[src/core/coil_pkg.sv]
package coil_pkg;

    // ****************************************************************
    // Element space
    // ****************************************************************
    localparam int          NUM_ELEM      = 57;
    localparam int          SNAP_W        = 128;

    // ****************************************************************
    // Function and exception codes
    // ****************************************************************
    localparam logic [7:0]  FUNC_READ_COIL = 8'h01;
    localparam logic [7:0]  EXC_NONE       = 8'h00;
    localparam logic [7:0]  EXC_BAD_FUNC   = 8'h01;
    localparam logic [7:0]  EXC_BAD_ADDR   = 8'h02;

    // ****************************************************************
    // Coil map, zero-based wire addresses
    // ****************************************************************
    // Live coils 00001 to 00057.
    localparam logic [15:0] RT_FIRST_ADDR = 16'h0000;
    localparam logic [15:0] RT_LAST_ADDR  = 16'h0038;
    // Change-detect pairs, coils 02048 to 02161.
    localparam logic [15:0] CD_FIRST_ADDR = 16'h07ff;
    localparam logic [15:0] CD_LAST_ADDR  = 16'h0870;

    // ****************************************************************
    // Change counter values and reset values
    // ****************************************************************
    localparam logic [1:0]  CNT_NONE      = 2'h0;
    localparam logic [1:0]  CNT_ONE       = 2'h1;
    localparam logic [1:0]  CNT_MANY      = 2'h2;
    localparam logic [7:0]  REMAIN_RESET  = 8'h00;

    typedef enum logic [0:0] {
        ST_IDLE,
        ST_STREAM
    } reply_state_type;

endpackage : coil_pkg

[src/core/coil_status_change_detect.sv]
`timescale 1ns/1ps
module coil_status_change_detect (
    // Clock and reset
    input  wire logic        sys_clk,
    input  wire logic        resetn,
    // Monitored elements and their configuration
    input  wire logic [56:0] elementPin,
    input  wire logic [56:0] latchEnable,
    // Local keypad
    input  wire logic        keyClearPin,
    input  wire logic        keyEnterPin,
    // Remote latch reset
    input  wire logic        remoteClearValid,
    input  wire logic [56:0] remoteClearMask,
    // Request from the protocol engine
    input  wire logic        reqValid,
    input  wire logic [7:0]  reqFunction,
    input  wire logic [15:0] reqStart,
    input  wire logic [15:0] reqCount,
    output logic             reqReady,
    // Reply to the protocol engine
    output logic             rspValid,
    output logic             rspBit,
    output logic             rspLast,
    output logic             rspException,
    output logic [7:0]       rspExceptionCode
);

    // ****************************************************************
    // Request decode
    // ****************************************************************
    function automatic logic inRange(input logic [15:0] s,
                                     input logic [15:0] c,
                                     input logic [15:0] lo,
                                     input logic [15:0] hi);
        logic [16:0] last;
        last = {1'b0, s} + {1'b0, c} - 17'h00001;
        inRange = (c != 16'h0000) && (s >= lo) && (last <= {1'b0, hi});
    endfunction : inRange

    function automatic logic [7:0] checkReq(input logic [7:0]  f,
                                            input logic [15:0] s,
                                            input logic [15:0] c);
        logic [15:0] off;
        off = s - coil_pkg::CD_FIRST_ADDR;
        if (f != coil_pkg::FUNC_READ_COIL) begin
            checkReq = coil_pkg::EXC_BAD_FUNC;
        end else if (inRange(s, c, coil_pkg::RT_FIRST_ADDR,
                             coil_pkg::RT_LAST_ADDR)) begin
            checkReq = coil_pkg::EXC_NONE;
        end else if (inRange(s, c, coil_pkg::CD_FIRST_ADDR,
                             coil_pkg::CD_LAST_ADDR)
                     && !off[0] && !c[0]) begin
            checkReq = coil_pkg::EXC_NONE;
        end else begin
            checkReq = coil_pkg::EXC_BAD_ADDR;
        end
    endfunction : checkReq

    // ****************************************************************
    // Input synchronisers
    // ****************************************************************
    logic [56:0] elemMeta_reg;
    logic [56:0] elemSync_reg;
    logic [56:0] elemPrev_reg;
    logic [1:0]  keyMeta_reg;
    logic [1:0]  keySync_reg;

    always_ff @(posedge sys_clk) begin
        if (!resetn) begin
            elemMeta_reg <= '0;
            elemSync_reg <= '0;
            elemPrev_reg <= '0;
            keyMeta_reg  <= 2'h0;
            keySync_reg  <= 2'h0;
        end else begin
            elemMeta_reg <= elementPin;
            elemSync_reg <= elemMeta_reg;
            elemPrev_reg <= elemSync_reg;
            keyMeta_reg  <= {keyEnterPin, keyClearPin};
            keySync_reg  <= keyMeta_reg;
        end
    end

    // ****************************************************************
    // Accept and range of the pairs being read
    // ****************************************************************
    coil_pkg::reply_state_type state_reg;
    logic        accept;
    logic [7:0]  excCode;
    logic        isCd;
    logic [15:0] cdOff;
    logic [15:0] rtOff;
    logic [15:0] pairLo;
    logic [15:0] pairHi;
    logic        keysBoth;

    assign accept   = reqValid && reqReady;
    assign excCode  = checkReq(reqFunction, reqStart, reqCount);
    assign isCd     = reqStart >= coil_pkg::CD_FIRST_ADDR;
    assign cdOff    = reqStart - coil_pkg::CD_FIRST_ADDR;
    assign rtOff    = reqStart - coil_pkg::RT_FIRST_ADDR;
    assign pairLo   = {1'b0, cdOff[15:1]};
    assign pairHi   = pairLo + {1'b0, reqCount[15:1]} - 16'h0001;
    assign keysBoth = keySync_reg[0] && keySync_reg[1];

    // ****************************************************************
    // Per-element change counting and latching
    // ****************************************************************
    logic [1:0]  transCount_reg [coil_pkg::NUM_ELEM];
    logic [56:0] latched_reg;
    logic [56:0] momentary;
    logic [56:0] rtVec;
    logic [113:0] pairVec;

    genvar gi;
    generate
        for (gi = 0; gi < coil_pkg::NUM_ELEM; gi++) begin : g_elem
            logic trans;
            logic pairRead;
            logic latchClear;
            assign trans    = elemSync_reg[gi] != elemPrev_reg[gi];
            assign pairRead = accept && excCode == coil_pkg::EXC_NONE
                              && isCd && 16'(gi) >= pairLo
                              && 16'(gi) <= pairHi;
            assign latchClear = keysBoth
                || (remoteClearValid && remoteClearMask[gi]);

            // A change in the same cycle as the read survives the clear.
            always_ff @(posedge sys_clk) begin
                if (!resetn) begin
                    transCount_reg[gi] <= coil_pkg::CNT_NONE;
                end else if (pairRead) begin
                    transCount_reg[gi] <= trans ? coil_pkg::CNT_ONE
                                                : coil_pkg::CNT_NONE;
                end else if (trans
                             && transCount_reg[gi] != coil_pkg::CNT_MANY) begin
                    transCount_reg[gi] <= transCount_reg[gi] + 2'h1;
                end
            end

            // Set on a rising element outranks a keypad or remote clear in that cycle; a low latchEnable outranks the set.
            always_ff @(posedge sys_clk) begin
                if (!resetn) begin
                    latched_reg[gi] <= 1'b0;
                end else if (!latchEnable[gi]) begin
                    latched_reg[gi] <= 1'b0;
                end else if (elemSync_reg[gi] && !elemPrev_reg[gi]) begin
                    latched_reg[gi] <= 1'b1;
                end else if (latchClear) begin
                    latched_reg[gi] <= 1'b0;
                end
            end

            assign momentary[gi] = transCount_reg[gi] == coil_pkg::CNT_MANY;
            assign rtVec[gi] = latchEnable[gi]
                             ? (latched_reg[gi] || elemSync_reg[gi])
                             : elemSync_reg[gi];
            assign pairVec[2*gi]   = momentary[gi];
            assign pairVec[2*gi+1] = elemSync_reg[gi];
        end
    endgenerate

    // ****************************************************************
    // Reply sequencer
    // ****************************************************************
    logic [coil_pkg::SNAP_W-1:0] snap_reg;
    logic [7:0]                  remain_reg;

    always_ff @(posedge sys_clk) begin
        if (!resetn) begin
            state_reg        <= coil_pkg::ST_IDLE;
            snap_reg         <= '0;
            remain_reg       <= coil_pkg::REMAIN_RESET;
            reqReady         <= 1'b0;
            rspValid         <= 1'b0;
            rspBit           <= 1'b0;
            rspLast          <= 1'b0;
            rspException     <= 1'b0;
            rspExceptionCode <= coil_pkg::EXC_NONE;
        end else begin
            unique case (state_reg)
                coil_pkg::ST_IDLE: begin
                    reqReady     <= 1'b1;
                    rspValid     <= 1'b0;
                    rspLast      <= 1'b0;
                    rspBit       <= 1'b0;
                    rspException <= 1'b0;
                    if (accept && excCode != coil_pkg::EXC_NONE) begin
                        rspValid         <= 1'b1;
                        rspLast          <= 1'b1;
                        rspException     <= 1'b1;
                        rspExceptionCode <= excCode;
                    end else if (accept) begin
                        rspExceptionCode <= coil_pkg::EXC_NONE;
                        reqReady   <= 1'b0;
                        remain_reg <= reqCount[7:0];
                        state_reg  <= coil_pkg::ST_STREAM;
                        snap_reg   <= isCd
                            ? ({14'h0000, pairVec} >> cdOff[6:0])
                            : ({71'h0, rtVec} >> rtOff[6:0]);
                    end
                end
                coil_pkg::ST_STREAM: begin
                    rspValid   <= 1'b1;
                    rspBit     <= snap_reg[0];
                    snap_reg   <= snap_reg >> 1;
                    remain_reg <= remain_reg - 8'h01;
                    rspLast    <= remain_reg == 8'h01;
                    if (remain_reg == 8'h01) begin
                        state_reg <= coil_pkg::ST_IDLE;
                        reqReady  <= 1'b1;
                    end
                end
            endcase
        end
    end

    // ****************************************************************
    // Checks
    // ****************************************************************
    a_bad_function: assert property (
        @(posedge sys_clk) disable iff (!resetn)
        accept && reqFunction != coil_pkg::FUNC_READ_COIL
        |=> rspValid && rspException && rspLast
            && rspExceptionCode == coil_pkg::EXC_BAD_FUNC)
        else $error("unsupported function not refused");

    a_bad_address: assert property (
        @(posedge sys_clk) disable iff (!resetn)
        accept && reqFunction == coil_pkg::FUNC_READ_COIL
        && reqStart > coil_pkg::RT_LAST_ADDR
        && reqStart < coil_pkg::CD_FIRST_ADDR
        |=> rspException && rspExceptionCode == coil_pkg::EXC_BAD_ADDR)
        else $error("undefined address not refused");

    a_two_bit_read: assert property (
        @(posedge sys_clk) disable iff (!resetn)
        accept && excCode == coil_pkg::EXC_NONE && reqCount == 16'h0002
        |=> ##1 rspValid && !rspLast && !rspException
            ##1 rspValid && rspLast ##1 !rspValid && reqReady)
        else $error("two-bit read has wrong length");

    a_live_snapshot: assert property (
        @(posedge sys_clk) disable iff (!resetn)
        accept && excCode == coil_pkg::EXC_NONE && !isCd
        && reqStart == coil_pkg::RT_FIRST_ADDR
        |=> ##1 rspBit == $past(rtVec[0], 2))
        else $error("live coil differs from state at service");

    a_pair_status: assert property (
        @(posedge sys_clk) disable iff (!resetn)
        accept && excCode == coil_pkg::EXC_NONE && isCd
        && reqStart == coil_pkg::CD_FIRST_ADDR
        |=> ##1 rspBit == $past(momentary[0], 2)
            ##1 rspBit == $past(elemSync_reg[0], 3))
        else $error("pair bits out of order");

    a_many_changes: assert property (
        @(posedge sys_clk) disable iff (!resetn)
        $past(elemSync_reg[0]) != $past(elemPrev_reg[0])
        && $past(transCount_reg[0]) == coil_pkg::CNT_ONE
        && !$past(g_elem[0].pairRead)
        |-> momentary[0])
        else $error("second change not flagged");

    a_read_clears: assert property (
        @(posedge sys_clk) disable iff (!resetn)
        g_elem[0].pairRead && !g_elem[0].trans
        |=> transCount_reg[0] == coil_pkg::CNT_NONE)
        else $error("read did not clear indication");

    a_other_pairs_kept: assert property (
        @(posedge sys_clk) disable iff (!resetn)
        !g_elem[56].pairRead && momentary[56]
        |=> momentary[56])
        else $error("unread pair lost its indication");

    a_latch_holds: assert property (
        @(posedge sys_clk) disable iff (!resetn)
        latched_reg[0] && latchEnable[0] && !g_elem[0].latchClear
        |=> latched_reg[0])
        else $error("latched point dropped without reset");

    a_latch_sets: assert property (
        @(posedge sys_clk) disable iff (!resetn)
        elemSync_reg[0] && !elemPrev_reg[0] && latchEnable[0]
        |=> latched_reg[0])
        else $error("rising element not latched");

    a_keypad_clear: assert property (
        @(posedge sys_clk) disable iff (!resetn)
        keysBoth && !(elemSync_reg[0] && !elemPrev_reg[0])
        |=> !latched_reg[0])
        else $error("keypad did not clear latch");

endmodule : coil_status_change_detect

[config.mk]
export PLATFORM = sky130hd
export DESIGN_NAME = coil_status_change_detect
export DESIGN_NICKNAME = d
export VERILOG_FILES = /design/src/core/coil_pkg.sv /design/src/core/coil_status_change_detect.sv
export SDC_FILE = /design/constraint.sdc
export NUM_CORES = 2
export LEC_CHECK = 0
export BUFFER_PORTS_ARGS = -buffer_cell sky130_fd_sc_hd__buf_2
export CAP_MARGIN = 20
export CORE_MARGIN = 2
export CORE_UTILIZATION = 52
export CTS_BUF_LIST = sky130_fd_sc_hd__clkbuf_8
export DETAILED_ROUTE_END_ITERATION = 10
export GPL_TIMING_DRIVEN = 0
export PLACE_DENSITY_LB_ADDON = 0.25
export SYNTH_ARGS = -nofsm -noshare
export SYNTH_HDL_FRONTEND = slang
export SYNTH_SLANG_ARGS = --single-unit
[constraint.sdc]
create_clock -name sys_clk -period 18.62 [get_ports sys_clk]
set_input_delay 2.793 -clock sys_clk [delete_from_list [all_inputs] [get_ports sys_clk]]
set_output_delay 2.793 -clock sys_clk [all_outputs]
set_load 0.01 [all_outputs]
==> results.ini <==
[floorplan]
die_area_sq_mm=0.0695
fp.dieH_um=264
ios=230
chipWidth_um=264
initial_core_util=0.524
core-area_sq_mm=0.0669
fp-row-count=95

[min_path]
worstHoldEndpoint=elemSync_reg[49]
min_path_cells=1
hold_class=reg2reg
hp-start=elemMeta_reg[49]

[clock_tree]
clockBufferDepth=3
cts_buffers=79
htree_levels=3
clock_latency_ns=0.74
clock-sinks=476
postCtsSetupRepairBufs=0
cts_root_buffer=clkbuf_8
cts.reportedPaths.clkPinSlew_ns=0.07
cts_tree=built
holdBufCountCts=0
ctsResizeCount=0

[synth]
syn_avg_cell_area_sq_um=8.71
ys_seq_area_frac=0.305
async_reset_ff_frac=0
yosysWarnings=0
synth_edf_count=114
yosysMostFrequentCell=nand2_1
synth-seq-cells=476
synth_top_area_cell=dfxtp_1
ys_types=94
synth_top_area_share=0.207
synth_common_cells=nand2_1 (474), dfxtp_1 (362), a21oi_1 (316)
synth_area_leaders=dfxtp_1 (21%), mux4_2 (10%), edfxtp_1 (9.8%)
synth_flop_cell=dfxtp_1
synth_cells=4023
synth_area_sq_mm=0.0350

[placed_design]
gp_congestion=1.11
place_ws_ns=8.03
dpl.hpwl_mm=141
port-buffer-count=221

[worst_setup_path]
path_common_cell=clkbuf_1
reg2regPathDepth=9
slowest_delay_ns=0.91
setup.worst_path.end_class=register
r2r_slack_ns=13.87
reg2reg_to=snap_reg[28]
critPathLaunch=reqStart[0]
crit_path_top_delay_cell=clkbuf_1
arrival_ns=10.91
cp-start-kind=input pin
r2r-start=elemSync_reg[56]
critical_path_required_ns=19.02
path_max_fanout=10
crit_chain=buf_2 -> buf_2 -> nand3_2 -> nor2_1 -> xnor2_1 -> inv_1 -> clkbuf_1 -> clkbuf_1 -> clkbuf_1 -> ha_1 -> inv_1 -> ha_1 -> o21a_1 -> o21ai_0 -> a21oi_1 -> a21o_1 -> o32a_1 -> a211oi_1 -> nand3_1 -> clkbuf_1 -> o211ai_1 -> o211ai_1
critPathBufInv=8
crit_type=in2reg
critPathTopFamily=buffers and inverters

[drt]
wl_mm=177
dr.pass1.iters=9
initialDrtViolationCount=5551
final_antenna_net_count=0
num_vias=36700
routed_via_density=6.94
drc_errors=0
wire_per_inst_um=33.4

[grt]
grt_overflow=0
grt_pass1_wl_mm=248
track_usage=0.496
grt_pass1_vias=34600
antenna_found_initial=8
grt_max_degree=15

[timing]
tightestPinTransition_ns=1.26
relSlewSlack=0.137
fin_skew_ns=0.0515
fin_crit_sh=0.564
setup_viol=0
finalMaxSlewViolations=0
fin_ws_ns=8.11
period_needed_ns=10.51
rsz0062_at_grt=false
hold_viol_final=0
setup_tns_ns=0
fmax_ghz=0.0952

[pwr]
peakVddDrop_uv=85.3
p_per_area_mw_per_mm2=79.0
power.leakage_uw=0.0156

[layout]
synthToLayoutAreaGrowth_pct=11.6
final_nets=4743
drive_above_1_share=0.167

[run]
maxCapViolations=0

[run_status]
status=finished, final reports clean

-- layout by cell type (no fill, tap or decap), types with 16 or more instances in the layout --
cell type,Yosys,layout
mux4_2,157,157
a22oi_1,44,44
nor3_1,55,55
nand2_1,474,474
nor4b_1,60,60
nand3_1,56,56
xnor2_1,21,21
dfxtp_1,362,362
mux2_2,58,58
a211oi_1,39,38
nand2b_1,66,66
mux2i_1,190,190
nor4_1,21,21
o211ai_1,115,115
a21o_1,29,29
a221o_1,53,53
nor2_1,302,302
buf_2,63,287
clkbuf_8,0,97
or2_2,60,60
edfxtp_1,114,114
a21boi_0,16,16
o22ai_1,34,34
ha_1,177,177
o2111ai_1,17,17
o21ai_0,128,123
buf_1,40,40
and2_1,188,188
o221ai_1,28,28
a31oi_1,81,81
inv_1,250,279
clkbuf_1,171,170
a21oi_1,316,316
-- layout make-up --
class                      instances  area, sq um
fill                            5978        27800
sequential                       476        10700
timing repair buffer             238         1280
multi-input combinational       3013        22200
inverter                         255          957
tap                              873         1090
buffer                           284         1190
clock inverter                    48          329
clock buffer                      96         1320
antenna                            3         7.51
-- metal layers --
metal | up-vias | GRT usage | share of wire
met4 | 10 | 0.341 | 0.085
met3 | 703 | 0.181 | 0.14
li1 | 15500 | - | -
met1 | 17600 | 0.608 | 0.37
met5 | - | 0 | 0.00040
met2 | 2887 | 0.725 | 0.41
-- how the worst max path moves through the flow --
stage          cells past startpoint                    end  slack, ns
2_1_floorplan                     19  transCount_reg[1][46]      10.88
3_3_place_gp                      23  transCount_reg[1][49]       7.99
3_5_place_dp                      22  transCount_reg[0][14]       8.03
4_1_cts                           22  transCount_reg[0][15]       8.73
5_1_grt                           22   transCount_reg[0][5]       8.00
6_report                          22  transCount_reg[0][15]       8.11
-- report_power, final --
part / switching [uW] / total [uW] / internal [uW] / leakage [uW]
Sequential: 25.9 / 1120 / 1100 / 0.00415
Combinational: 679 / 990 / 311 / 0.0105
Clock: 474 / 978 / 504 / 0.000962
-- cell families after synthesis --
| group | Yosys count | share of synthesized area |
|---|---|---|
| AND/OR/NAND/NOR | 1342 | 0.187 |
| AO/OA/AOI/OAI | 1049 | 0.201 |
| buffers and inverters | 539 | 0.0613 |
| flip-flops | 476 | 0.305 |
| multiplexers | 405 | 0.174 |
| adder cells (fa/ha/maj) | 179 | 0.0644 |
| XOR/XNOR | 32 | 0.00821 |
| other | 1 | 0.000107 |
-- worst register-to-register path, delay by kind of cell, from the launching register on --
family           cells  cell delay, ns
AO/OA/AOI/OAI        7            2.70
flip-flops           1            0.93
multiplexers         1            0.45
AND/OR/NAND/NOR      1            0.58
-- stage by stage --
stage | cells | hold slack (ns) | util | power (uW) | area (sq um)
after CTS | 5279 | 0.429 | 0.584 | 3020 | 39100
after detailed placement | 5135 | 0.418 | 0.559 | 2060 | 37400
after global routing | 5284 | 0.438 | 0.584 | 3150 | 39100
after global placement | 5122 | 0.413 | 0.557 | 2050 | 37300
final | 5286 | 0.425 | 0.584 | 3090 | 39100
after floorplan | 4028 | 0.412 | - | 1690 | 35100
(Power assumes the default switching activity.)
